===== config.mk =====
export PLATFORM = sky130hd
export DESIGN_NAME = pscmd_handler
export DESIGN_NICKNAME = d
export VERILOG_FILES = /design/src/design/pscmd_pkg.sv /design/src/design/pscmd_handler.sv /design/src/design/pscmd_reply_tx.sv
export SDC_FILE = /design/constraint.sdc
export NUM_CORES = 1
export LEC_CHECK = 0
export BUFFER_PORTS_ARGS = -buffer_cell sky130_fd_sc_hd__buf_2
export CORE_ASPECT_RATIO = 1.5
export CORE_MARGIN = 8
export CORE_UTILIZATION = 50
export CTS_CLUSTER_SIZE = 12
export DETAILED_ROUTE_END_ITERATION = 7
export PLACE_DENSITY_LB_ADDON = 0.05
export SLEW_MARGIN = 25
export SYNTH_ARGS = -nofsm -noshare
export SYNTH_HDL_FRONTEND = slang
export SYNTH_SLANG_ARGS = --single-unit

===== constraint.sdc =====
create_clock -name hclk -period 8.9 [get_ports hclk]
set_input_delay 0.445 -clock hclk [delete_from_list [all_inputs] [get_ports hclk]]
set_output_delay 0.445 -clock hclk [all_outputs]
set_load 0.005 [all_outputs]

===== src/design/pscmd_pkg.sv =====
package pscmd_pkg;

    // Packet framing bytes
    localparam logic [7:0]  CMD_START_MARKER  = 8'h01;
    localparam logic [7:0]  DATA_START_MARKER = 8'h81;
    localparam logic [7:0]  PACKET_END_MARKER = 8'h03;
    localparam logic [7:0]  OPCODE_SET_PARAM  = 8'h51;
    localparam logic [15:0] CMD_LENGTH        = 16'h0003;
    localparam logic [7:0]  REPLY_LEN_HIGH    = 8'h00;
    localparam logic [7:0]  REPLY_LEN_LOW     = 8'h0A;
    localparam logic [7:0]  REPLY_CODE_OK     = 8'h51;
    localparam logic [7:0]  REPLY_CODE_ERR    = 8'hD1;
    localparam logic [31:0] UNUSED_PATTERN    = 32'h0FFF_FFFF;
    localparam int          REPLY_BYTES       = 15;

    // State codes carried in replies
    localparam logic [7:0]  STATE_OK          = 8'h00;
    localparam logic [7:0]  STATE_PACKET_ERR  = 8'h01;
    localparam logic [7:0]  STATE_CHECKSUM    = 8'h02;
    localparam logic [7:0]  STATE_ACCEPT_ERR  = 8'h03;
    localparam logic [7:0]  STATE_PARAM_ERR   = 8'h04;
    localparam logic [7:0]  STATE_SECURE_ERR  = 8'h05;
    localparam logic [7:0]  STATE_FLASH_ERR   = 8'h06;

    // Parameter selectors
    localparam logic [7:0]  SEL_INIT          = 8'h01;
    localparam logic [7:0]  SEL_BOOT_LOCK     = 8'h02;
    localparam logic [7:0]  SEL_L2_KEY        = 8'h03;
    localparam logic [7:0]  SEL_L1_KEY        = 8'h04;

    // Authentication levels
    localparam logic [1:0]  AUTH_LEVEL0       = 2'h0;
    localparam logic [1:0]  AUTH_LEVEL1       = 2'h1;
    localparam logic [1:0]  AUTH_LEVEL2       = 2'h2;

    // Register map, byte addresses
    localparam logic [7:0]  REG_CONTROL       = 8'h00;
    localparam logic [7:0]  REG_LIFE_PERMIT   = 8'h04;
    localparam logic [7:0]  REG_STATUS        = 8'h08;
    localparam logic        CONTROL_RESET     = 1'b1;
    localparam logic [15:0] LIFE_PERMIT_RESET = 16'hFFFF;
    localparam int          STATUS_CODE_LSB   = 8;
    localparam int          STATUS_BUSY_BIT   = 16;

    typedef enum logic [3:0] {
        PSCMD_WAIT_START = 4'b0000,
        PSCMD_LEN_HIGH   = 4'b0001,
        PSCMD_LEN_LOW    = 4'b0011,
        PSCMD_OPCODE     = 4'b0010,
        PSCMD_SELECTOR   = 4'b0110,
        PSCMD_VALUE      = 4'b0111,
        PSCMD_CHECK_BYTE = 4'b0101,
        PSCMD_END_BYTE   = 4'b0100,
        PSCMD_EVALUATE   = 4'b1100,
        PSCMD_FLASH      = 4'b1101,
        PSCMD_REPLY      = 4'b1111
    } pscmd_state_e;

endpackage


===== src/design/pscmd_handler.sv =====
// What this block does
// - Four selectors, each with permitted authentication levels
// - Level-two key disabled blocks init and return
// - Success reply: code 51h, state 00h, unused
// - Failure reply D1h; all replies 81h, 0Ah, end
// - Discard bytes until command start marker
// - Missing end marker gives packet error
// - Bad check byte gives checksum error
// - Bad length bytes give packet error
// - After errors nothing written, back to waiting
// - Lifecycle forbids command: acceptance error
// - Unsupported selector gives parameter error
// - Level not permitted gives secure error
// - Level-one key after encrypted write refused
// - Bad value byte gives parameter error
// - Value low three bits zero, upper ignored
// - Already disabled: skip write, reply success
// - Disabled functions never re-enabled
// - Flash write failure gives flash access error
// - Flash error reply carries flash status word
// - Completed write replies success, then waits
// - Only highest-priority failure is reported
// - Non-flash failures use unused pattern both words
`timescale 1ns/10ps
module pscmd_handler (
    // Clock and reset
    input  wire logic        hclk,
    input  wire logic        hresetn,
    // AHB-Lite slave
    input  wire logic        hsel,
    input  wire logic [31:0] haddr,
    input  wire logic [1:0]  htrans,
    input  wire logic        hwrite,
    input  wire logic [2:0]  hsize,
    input  wire logic [31:0] hwdata,
    input  wire logic        hready,
    output logic             hreadyout,
    output logic [31:0]      hrdata,
    output logic             hresp,
    // Boot link byte stream
    input  wire logic        rx_valid,
    input  wire logic [7:0]  rx_data,
    output logic             tx_valid,
    output logic [7:0]       tx_data,
    input  wire logic        tx_ready,
    // Device context
    input  wire logic [3:0]  lifecycle_state,
    input  wire logic [1:0]  authentication_level,
    input  wire logic        encrypted_write_pending,
    input  wire logic [3:0]  stored_disables,
    // Flash controller
    output logic             flash_req,
    output logic [1:0]       flash_index,
    input  wire logic        flash_done,
    input  wire logic        flash_fail,
    input  wire logic [31:0] flash_status,
    // Function gates
    output logic [3:0]       function_disabled,
    output logic             init_allowed,
    output logic             return_request_allowed
);

    pscmd_pkg::pscmd_state_e state;
    pscmd_pkg::pscmd_state_e next_state;

    logic        enable;
    logic [15:0] life_permit;
    logic [7:0]  last_state_code;
    logic        loaded;
    logic [7:0]  len_high;
    logic [7:0]  len_low;
    logic [7:0]  opcode;
    logic [7:0]  selector;
    logic [7:0]  value;
    logic [7:0]  check_byte;
    logic [7:0]  end_byte;
    logic        reply_start;
    logic [7:0]  reply_code;
    logic [7:0]  reply_state;
    logic [31:0] reply_detail;
    logic        reply_done;

    // Bus slave: address phase captured, acted on in data phase
    logic        bus_wr;
    logic [7:0]  addr_word;
    logic [7:0]  bus_addr;
    logic        addr_phase;
    logic [31:0] status_word;
    logic [31:0] read_mux;

    assign addr_phase  = hsel && hready && htrans[1];
    assign addr_word   = {haddr[7:2], 2'b00};
    assign hreadyout   = 1'b1;
    assign hresp       = 1'b0;
    assign status_word = {15'h0000, (state != pscmd_pkg::PSCMD_WAIT_START),
                          last_state_code, 4'h0, function_disabled};
    assign read_mux    = (addr_word == pscmd_pkg::REG_CONTROL)     ? {31'h0, enable} :
                         (addr_word == pscmd_pkg::REG_LIFE_PERMIT) ? {16'h0000, life_permit} :
                         (addr_word == pscmd_pkg::REG_STATUS)      ? status_word :
                         32'h0000_0000;

    always_ff @(posedge hclk or negedge hresetn) begin
        if (!hresetn) begin
            bus_wr   <= 1'b0;
            bus_addr <= 8'h00;
        end else begin
            bus_wr   <= addr_phase && hwrite;
            bus_addr <= addr_word;
        end
    end

    always_ff @(posedge hclk or negedge hresetn) begin
        if (!hresetn) begin
            hrdata <= 32'h0000_0000;
        end else if (addr_phase && !hwrite) begin
            // No wait state: word must stand in the data phase
            hrdata <= read_mux;
        end
    end

    always_ff @(posedge hclk or negedge hresetn) begin
        if (!hresetn) begin
            enable      <= pscmd_pkg::CONTROL_RESET;
            life_permit <= pscmd_pkg::LIFE_PERMIT_RESET;
        end else if (bus_wr && bus_addr == pscmd_pkg::REG_CONTROL) begin
            enable <= hwdata[0];
        end else if (bus_wr && bus_addr == pscmd_pkg::REG_LIFE_PERMIT) begin
            life_permit <= hwdata[15:0];
        end
    end

    // Packet checks, in order of priority
    logic [7:0]  byte_sum;
    logic [15:0] length;
    logic        end_bad;
    logic        sum_bad;
    logic        format_bad;
    logic        cmd_len_bad;
    logic        life_bad;
    logic        selector_bad;
    logic        auth_bad;
    logic        after_write_bad;
    logic        value_bad;
    logic [1:0]  sel_index;
    logic        already_off;
    logic        error_found;
    logic [7:0]  error_code;

    assign byte_sum    = len_high + len_low + opcode +
                         selector + value + check_byte;
    assign length      = {len_high, len_low};
    assign end_bad     = end_byte != pscmd_pkg::PACKET_END_MARKER;
    assign sum_bad     = byte_sum != 8'h00;
    assign format_bad  = length == 16'h0000;
    assign cmd_len_bad = length != pscmd_pkg::CMD_LENGTH;
    assign life_bad    = !life_permit[lifecycle_state];
    assign selector_bad = selector < pscmd_pkg::SEL_INIT ||
                          selector > pscmd_pkg::SEL_L1_KEY;
    assign sel_index   = 2'(selector - pscmd_pkg::SEL_INIT);

    // Permitted levels per selector
    always_comb begin
        unique case (selector)
            pscmd_pkg::SEL_INIT:      auth_bad = 1'b0;
            pscmd_pkg::SEL_L2_KEY:    auth_bad = authentication_level != pscmd_pkg::AUTH_LEVEL2;
            default:                  auth_bad = authentication_level == pscmd_pkg::AUTH_LEVEL0;
        endcase
    end

    assign after_write_bad = encrypted_write_pending &&
                             selector == pscmd_pkg::SEL_L1_KEY;
    assign value_bad   = value[2:0] != 3'b000;
    assign already_off = function_disabled[sel_index];

    // First failing check wins
    assign error_found = end_bad || sum_bad || format_bad || cmd_len_bad || life_bad ||
                         selector_bad || auth_bad || after_write_bad || value_bad;
    assign error_code  = end_bad         ? pscmd_pkg::STATE_PACKET_ERR :
                         sum_bad         ? pscmd_pkg::STATE_CHECKSUM :
                         (format_bad || cmd_len_bad) ? pscmd_pkg::STATE_PACKET_ERR :
                         life_bad        ? pscmd_pkg::STATE_ACCEPT_ERR :
                         selector_bad    ? pscmd_pkg::STATE_PARAM_ERR :
                         auth_bad        ? pscmd_pkg::STATE_SECURE_ERR :
                         after_write_bad ? pscmd_pkg::STATE_ACCEPT_ERR :
                         pscmd_pkg::STATE_PARAM_ERR;

    // Receiver and command sequencer
    logic rx_take;

    assign rx_take = rx_valid && enable;

    always_comb begin
        next_state = state;
        unique case (state)
            pscmd_pkg::PSCMD_WAIT_START: begin
                if (rx_take && rx_data == pscmd_pkg::CMD_START_MARKER) begin
                    next_state = pscmd_pkg::PSCMD_LEN_HIGH;
                end
            end
            pscmd_pkg::PSCMD_LEN_HIGH:   if (rx_take) next_state = pscmd_pkg::PSCMD_LEN_LOW;
            pscmd_pkg::PSCMD_LEN_LOW:    if (rx_take) next_state = pscmd_pkg::PSCMD_OPCODE;
            pscmd_pkg::PSCMD_OPCODE:     if (rx_take) next_state = pscmd_pkg::PSCMD_SELECTOR;
            pscmd_pkg::PSCMD_SELECTOR:   if (rx_take) next_state = pscmd_pkg::PSCMD_VALUE;
            pscmd_pkg::PSCMD_VALUE:      if (rx_take) next_state = pscmd_pkg::PSCMD_CHECK_BYTE;
            pscmd_pkg::PSCMD_CHECK_BYTE: if (rx_take) next_state = pscmd_pkg::PSCMD_END_BYTE;
            pscmd_pkg::PSCMD_END_BYTE:   if (rx_take) next_state = pscmd_pkg::PSCMD_EVALUATE;
            // Foreign opcode is dropped without a reply unless a check fails or the function is already off
            pscmd_pkg::PSCMD_EVALUATE: begin
                if (error_found || already_off) begin
                    next_state = pscmd_pkg::PSCMD_REPLY;
                end else if (opcode != pscmd_pkg::OPCODE_SET_PARAM) begin
                    next_state = pscmd_pkg::PSCMD_WAIT_START;
                end else begin
                    next_state = pscmd_pkg::PSCMD_FLASH;
                end
            end
            pscmd_pkg::PSCMD_FLASH: begin
                if (flash_done) begin
                    next_state = pscmd_pkg::PSCMD_REPLY;
                end
            end
            pscmd_pkg::PSCMD_REPLY: begin
                if (reply_done) begin
                    next_state = pscmd_pkg::PSCMD_WAIT_START;
                end
            end
            default: next_state = pscmd_pkg::PSCMD_WAIT_START;
        endcase
    end

    always_ff @(posedge hclk or negedge hresetn) begin
        if (!hresetn) begin
            state <= pscmd_pkg::PSCMD_WAIT_START;
        end else begin
            state <= next_state;
        end
    end

    // Received bytes, each held from its own state
    always_ff @(posedge hclk or negedge hresetn) begin
        if (!hresetn) begin
            len_high   <= 8'h00;
            len_low    <= 8'h00;
            opcode     <= 8'h00;
            selector   <= 8'h00;
            value      <= 8'h00;
            check_byte <= 8'h00;
            end_byte   <= 8'h00;
        end else if (rx_take) begin
            if (state == pscmd_pkg::PSCMD_LEN_HIGH)   len_high   <= rx_data;
            if (state == pscmd_pkg::PSCMD_LEN_LOW)    len_low    <= rx_data;
            if (state == pscmd_pkg::PSCMD_OPCODE)     opcode     <= rx_data;
            if (state == pscmd_pkg::PSCMD_SELECTOR)   selector   <= rx_data;
            if (state == pscmd_pkg::PSCMD_VALUE)      value      <= rx_data;
            if (state == pscmd_pkg::PSCMD_CHECK_BYTE) check_byte <= rx_data;
            if (state == pscmd_pkg::PSCMD_END_BYTE)   end_byte   <= rx_data;
        end
    end

    // Flash request held until the controller answers
    always_ff @(posedge hclk or negedge hresetn) begin
        if (!hresetn) begin
            flash_req   <= 1'b0;
            flash_index <= 2'h0;
        end else if (state == pscmd_pkg::PSCMD_EVALUATE &&
                     next_state == pscmd_pkg::PSCMD_FLASH) begin
            flash_req   <= 1'b1;
            flash_index <= sel_index;                   // Upper value bits never stored
        end else if (flash_done) begin
            flash_req <= 1'b0;
        end
    end

    // Disable bits only ever set; stored copy loaded after reset, then ORed in every cycle
    always_ff @(posedge hclk or negedge hresetn) begin
        if (!hresetn) begin
            function_disabled <= 4'h0;
            loaded            <= 1'b0;
        end else if (!loaded) begin
            function_disabled <= stored_disables;
            loaded            <= 1'b1;
        end else begin
            function_disabled <= function_disabled | stored_disables;
            if (state == pscmd_pkg::PSCMD_FLASH && flash_done && !flash_fail) begin
                function_disabled[flash_index] <= 1'b1;
            end
        end
    end

    // Level-two key off also shuts init and return
    assign init_allowed           = !function_disabled[0] && !function_disabled[2];
    assign return_request_allowed = !function_disabled[2];

    // Reply contents
    always_ff @(posedge hclk or negedge hresetn) begin
        if (!hresetn) begin
            reply_start     <= 1'b0;
            reply_code      <= 8'h00;
            reply_state     <= 8'h00;
            reply_detail    <= 32'h0000_0000;
            last_state_code <= 8'h00;
        end else begin
            reply_start <= 1'b0;
            if (state == pscmd_pkg::PSCMD_EVALUATE && next_state == pscmd_pkg::PSCMD_REPLY) begin
                reply_start     <= 1'b1;
                reply_detail    <= pscmd_pkg::UNUSED_PATTERN;
                reply_code      <= error_found ? pscmd_pkg::REPLY_CODE_ERR :
                                                 pscmd_pkg::REPLY_CODE_OK;
                reply_state     <= error_found ? error_code : pscmd_pkg::STATE_OK;
                last_state_code <= error_found ? error_code : pscmd_pkg::STATE_OK;
            end else if (state == pscmd_pkg::PSCMD_FLASH && flash_done) begin
                reply_start     <= 1'b1;
                reply_code      <= flash_fail ? pscmd_pkg::REPLY_CODE_ERR :
                                                pscmd_pkg::REPLY_CODE_OK;
                reply_state     <= flash_fail ? pscmd_pkg::STATE_FLASH_ERR :
                                                pscmd_pkg::STATE_OK;
                reply_detail    <= flash_fail ? flash_status :
                                                pscmd_pkg::UNUSED_PATTERN;
                last_state_code <= flash_fail ? pscmd_pkg::STATE_FLASH_ERR :
                                                pscmd_pkg::STATE_OK;
            end
        end
    end

    pscmd_reply_tx u_reply (
        .hclk          (hclk),
        .hresetn       (hresetn),
        .start         (reply_start),
        .reply_code    (reply_code),
        .state_code    (reply_state),
        .detail_word   (reply_detail),
        .fail_location (pscmd_pkg::UNUSED_PATTERN),
        .done          (reply_done),
        .tx_valid      (tx_valid),
        .tx_data       (tx_data),
        .tx_ready      (tx_ready)
    );

endmodule


===== src/design/pscmd_reply_tx.sv =====
`timescale 1ns/10ps
module pscmd_reply_tx (
    // Clock and reset
    input  wire logic        hclk,
    input  wire logic        hresetn,
    // Reply request
    input  wire logic        start,
    input  wire logic [7:0]  reply_code,
    input  wire logic [7:0]  state_code,
    input  wire logic [31:0] detail_word,
    input  wire logic [31:0] fail_location,
    output logic             done,
    // Byte stream out
    output logic             tx_valid,
    output logic [7:0]       tx_data,
    input  wire logic        tx_ready
);

    logic [3:0]  idx;
    logic [7:0]  sum;
    logic [95:0] body_q;
    logic [7:0]  next_byte;
    logic        take;

    assign take      = tx_valid && tx_ready;
    assign done      = take && (idx == 4'(pscmd_pkg::REPLY_BYTES - 1));
    // Body shifts out most significant byte first
    assign next_byte = (idx < 4'd12)  ? body_q[95:88] :
                       (idx == 4'd12) ? 8'h00 - sum : pscmd_pkg::PACKET_END_MARKER;

    always_ff @(posedge hclk or negedge hresetn) begin
        if (!hresetn) begin
            tx_valid <= 1'b0;
            tx_data  <= 8'h00;
            idx      <= 4'h0;
            sum      <= 8'h00;
            body_q   <= 96'h0;
        end else if (start && !tx_valid) begin
            tx_valid <= 1'b1;
            tx_data  <= pscmd_pkg::DATA_START_MARKER;
            idx      <= 4'h0;
            sum      <= 8'h00;
            body_q   <= {pscmd_pkg::REPLY_LEN_HIGH, pscmd_pkg::REPLY_LEN_LOW, reply_code,
                         state_code, detail_word, fail_location};
        end else if (done) begin
            tx_valid <= 1'b0;
        end else if (take) begin
            idx     <= idx + 4'd1;
            tx_data <= next_byte;
            body_q  <= {body_q[87:0], 8'h00};
            if (idx < 4'd12) begin
                sum <= sum + next_byte;
            end
        end
    end

endmodule


==> results.py <==
metrics = {
    "worst_hold_path": {
        "worstHoldPathType": "input port to flip-flop",
    },
    "layout": {
        "seq_area_um2": 5950,
        "multi_input_area_um2": 4860,
        "fin_nets": 1276,
        "area_growth_pct": 13.9,
        "utilization_pct": 57.6,
        "drive_gt1_share_pct": 24.4,
        "fill_cells": 1966,
    },
    "route": {
        "drt_iter0_drc": 463,
        "vias": 7770,
        "wl_per_cell_um": 18.7,
        "postRouteAntennaNets": 0,
        "wl_um": 26100,
        "drt_pass1_iterations": 4,
        "drc": 0,
        "viasPerCell": 5.57,
    },
    "clocking": {
        "clk_pin_slew_ns": 0.06,
        "clock_latency_ns": 0.54,
        "cts_tree": "done",
        "cts_max_level": 1,
        "cts_sinks": 237,
        "clk_path_buf_depth": 3,
        "root_buffer": "clkbuf_16",
        "cts_made_buffers": 25,
        "cts_resized": 0,
    },
    "synth": {
        "synth_most_common_cell": "dfrtp_1",
        "yosysWarnings": 0,
        "ys_types": 65,
        "ys_top_cells_by_area": "dfrtp_1 (49%), mux2_2 (7.0%), nand2_1 (5.2%)",
        "yosysTopAreaCellShare_pct": 48.8,
        "yosys-top-cells-count": "dfrtp_1 (220), nand2_1 (156), mux2_2 (70)",
        "netlist_area_um2": 11300,
        "synth-edff-count": 0,
        "async_flop_share_pct": 100,
        "ys_seq_area_share_pct": 52.8,
        "syn_inst": 991,
        "ys_seq_elements": 237,
        "synthFlopType": "dfrtp_1",
        "syn_avg_cell_area_um2": 11.4,
        "yosysTopAreaCell": "dfrtp_1",
    },
    "sta": {
        "final-max-slew-violation-count": 0,
        "fin_skew_ns": 0.0182,
        "fin_crit_ns": 5.06,
        "min_period_over_period_pct": 56.8,
        "timing.setup.tns_ns": 0,
        "holdWs_ns": 0.0266,
        "setup_violations": 0,
        "max_freq_ghz": 0.198,
        "timing_hold_violations_final": 0,
        "maxSlewHeadroom_pct": 38.7,
        "tightest_slew_ns": 0.914,
        "worst_slack_ns": 3.84,
        "rsz0062_at_grt": "no",
    },
    "pwr": {
        "p_seq_share_pct": 46.3,
        "p_leak_nw": 6.39,
        "p_sw_w": 0.000720,
        "ir_drop_mv": 0.156,
        "pwr-share-clk_pct": 38.7,
        "switching_share_pct": 27.7,
        "pwr-share-comb_pct": 15.0,
        "intPower_w": 0.00188,
        "power_density_nw_per_um2": 202,
    },
    "floorplan": {
        "start_util_pct": 50.6,
        "num_rows": 67,
        "die_x_um": 139,
        "num_io_pins": 181,
        "die_y_um": 200,
        "die_area_um2": 27700,
        "core_um2": 22300,
    },
    "global_routing": {
        "grt_pass1_wl_um": 42800,
        "antenna_found_initial": 2,
        "grt_start_max_net_pins": 96,
        "grt.overflow.total": 0,
        "grt_usage_pct": 19.1,
        "grt_pass1_vias": 8253,
    },
    "place": {
        "hpwlAfterDp_um": 18100,
        "gp_congestion": 0.783,
        "port_buffers": 117,
        "place_ws_ns": 3.79,
    },
    "critical_path": {
        "critical_path_class": "flip-flop to flip-flop",
        "endpoint_kind": "flip-flop",
        "path_max_fanout": 30,
        "critPathRequiredTime_ns": 9.32,
        "cp-start-kind": "flip-flop",
        "crit_arrival_ns": 5.47,
    },
    "flow_run": {
        "drv_cap": 0,
    },
    "status": {
        "status": "finished, final reports clean",
    },
}
-- cell families (layout without fill, tap and decap cells) --
group	Yosys count	in the layout	synth area share, %
XOR/XNOR	21	21	1.75
adder cells (fa/ha/maj)	49	49	7.30
other	2	20	0.0666
buffers and inverters	122	231	4.91
flip-flops	237	237	52.8
multiplexers	83	83	8.70
AND/OR/NAND/NOR	295	295	12.6
AO/OA/AOI/OAI	182	182	11.9
-- layer usage --
metal  GRT usage [%]  share of wire (%)  wire, um
met3            3.19                4.4      1140
met2            34.6                 52     13700
met5               0                  0         0
met1            22.8                 41     10600
met4            6.04                2.4       615
-- power groups by stage --
stage | logic [W] | registers [W] | clock network, W
2_1_floorplan | 0.000271 | 0.00121 | 0
3_3_place_gp | 0.000391 | 0.00122 | 0
3_5_place_dp | 0.000399 | 0.00122 | 0
4_1_cts | 0.000401 | 0.00120 | 0.00103
5_1_grt | 0.000448 | 0.00121 | 0.00107
6_report | 0.000391 | 0.00120 | 0.00101
-- final timing paths --
path                                     from                 end  slack (ns)  cells after the start
setup reg to reg                  selector[2]     reply_detail[2]        3.84                     13
setup / recovery                  selector[2]     reply_detail[2]        3.84                     13
min in group asynchronous             hresetn     reply_detail[6]        0.51                      2
hold / removal                       haddr[7]         bus_addr[7]        0.03                      1
hold reg to reg            u_reply.body_q[84]  u_reply.body_q[92]        0.46                      2
max in group asynchronous             hresetn            value[6]        7.03                      3
-- layout make-up --
class | instances | share of cell area (%)
Sequential cell | 237 | 46.3
Multi-Input combinational cell | 648 | 37.8
Clock buffer | 40 | 5.62
Timing Repair Buffer | 127 | 5.27
Tap cell | 276 | 2.69
Inverter | 59 | 1.74
Clock inverter | 5 | 0.506
Antenna cell | 2 | 0.0390
-- state kept, by name (all words and copies together), names as in the netlist, 2 cells and up --
register / count
opcode: 8
end_byte: 8
state: 4
reply_state: 3
u_reply.tx_data: 8
u_reply.sum: 8
len_high: 8
bus_addr: 6
reply_detail: 32
value: 8
check_byte: 8
u_reply.body_q: 69
hrdata: 17
len_low: 8
u_reply.idx: 4
reply_code: 2
function_disabled: 4
flash_index: 2
life_permit: 16
selector: 8
-- timing repair --
action / 4_1_cts / 5_1_grt
hold endpoints to repair: 76 / 0
hold buffers: 1 / 0
buffers inserted: 0 / 0
-- critical path, stage by stage (launching register included) --
cell       delay, ns
dfrtp_1         0.49
fa_1            0.54
inv_1           0.05
fa_1            0.46
fa_1            0.54
inv_1           0.04
ha_1            0.23
fa_1            0.45
nor4b_1         0.43
o2111ai_1       0.38
nor4b_4         0.37
a21o_1          0.43
inv_4           0.24
o22a_1          0.27
-- cells in the final DEF (no fill, tap or decap), drive strengths merged, types with 3 or more instances in the layout --
| master | instances |
|---|---|
| o22a | 30 |
| o21bai | 7 |
| inv | 59 |
| nand4 | 3 |
| a21oi | 18 |
| a221o | 12 |
| nor4b | 6 |
| nand3 | 40 |
| nor4 | 9 |
| buf | 126 |
| xnor2 | 13 |
| mux2i | 8 |
| dfstp | 17 |
| or4 | 3 |
| or2 | 3 |
| clkinv | 4 |
| xor2 | 7 |
| mux4 | 5 |
| fa | 28 |
| or3 | 6 |
| conb | 18 |
| a21o | 6 |
| nand2 | 156 |
| a22oi | 34 |
| o21ai | 32 |
| ha | 21 |
| clkbuf | 40 |
| nor3 | 12 |
| nand3b | 5 |
| nor2b | 9 |
| nor2 | 23 |
| a31oi | 6 |
| a22o | 19 |
| o2111ai | 3 |
| dfrtp | 220 |
| mux2 | 70 |
| and2 | 5 |
| nand2b | 5 |
-- through the flow --
step           cells  instance area [um^2]  power [W]
2_1_floorplan   1007                 11300    0.00148
3_3_place_gp    1346                 12000    0.00161
3_5_place_dp    1346                 12000    0.00162
4_1_cts         1392                 12800    0.00264
5_1_grt         1394                 12800    0.00273
6_report        1394                 12800    0.00260
Power figures use the tool's default switching activity.
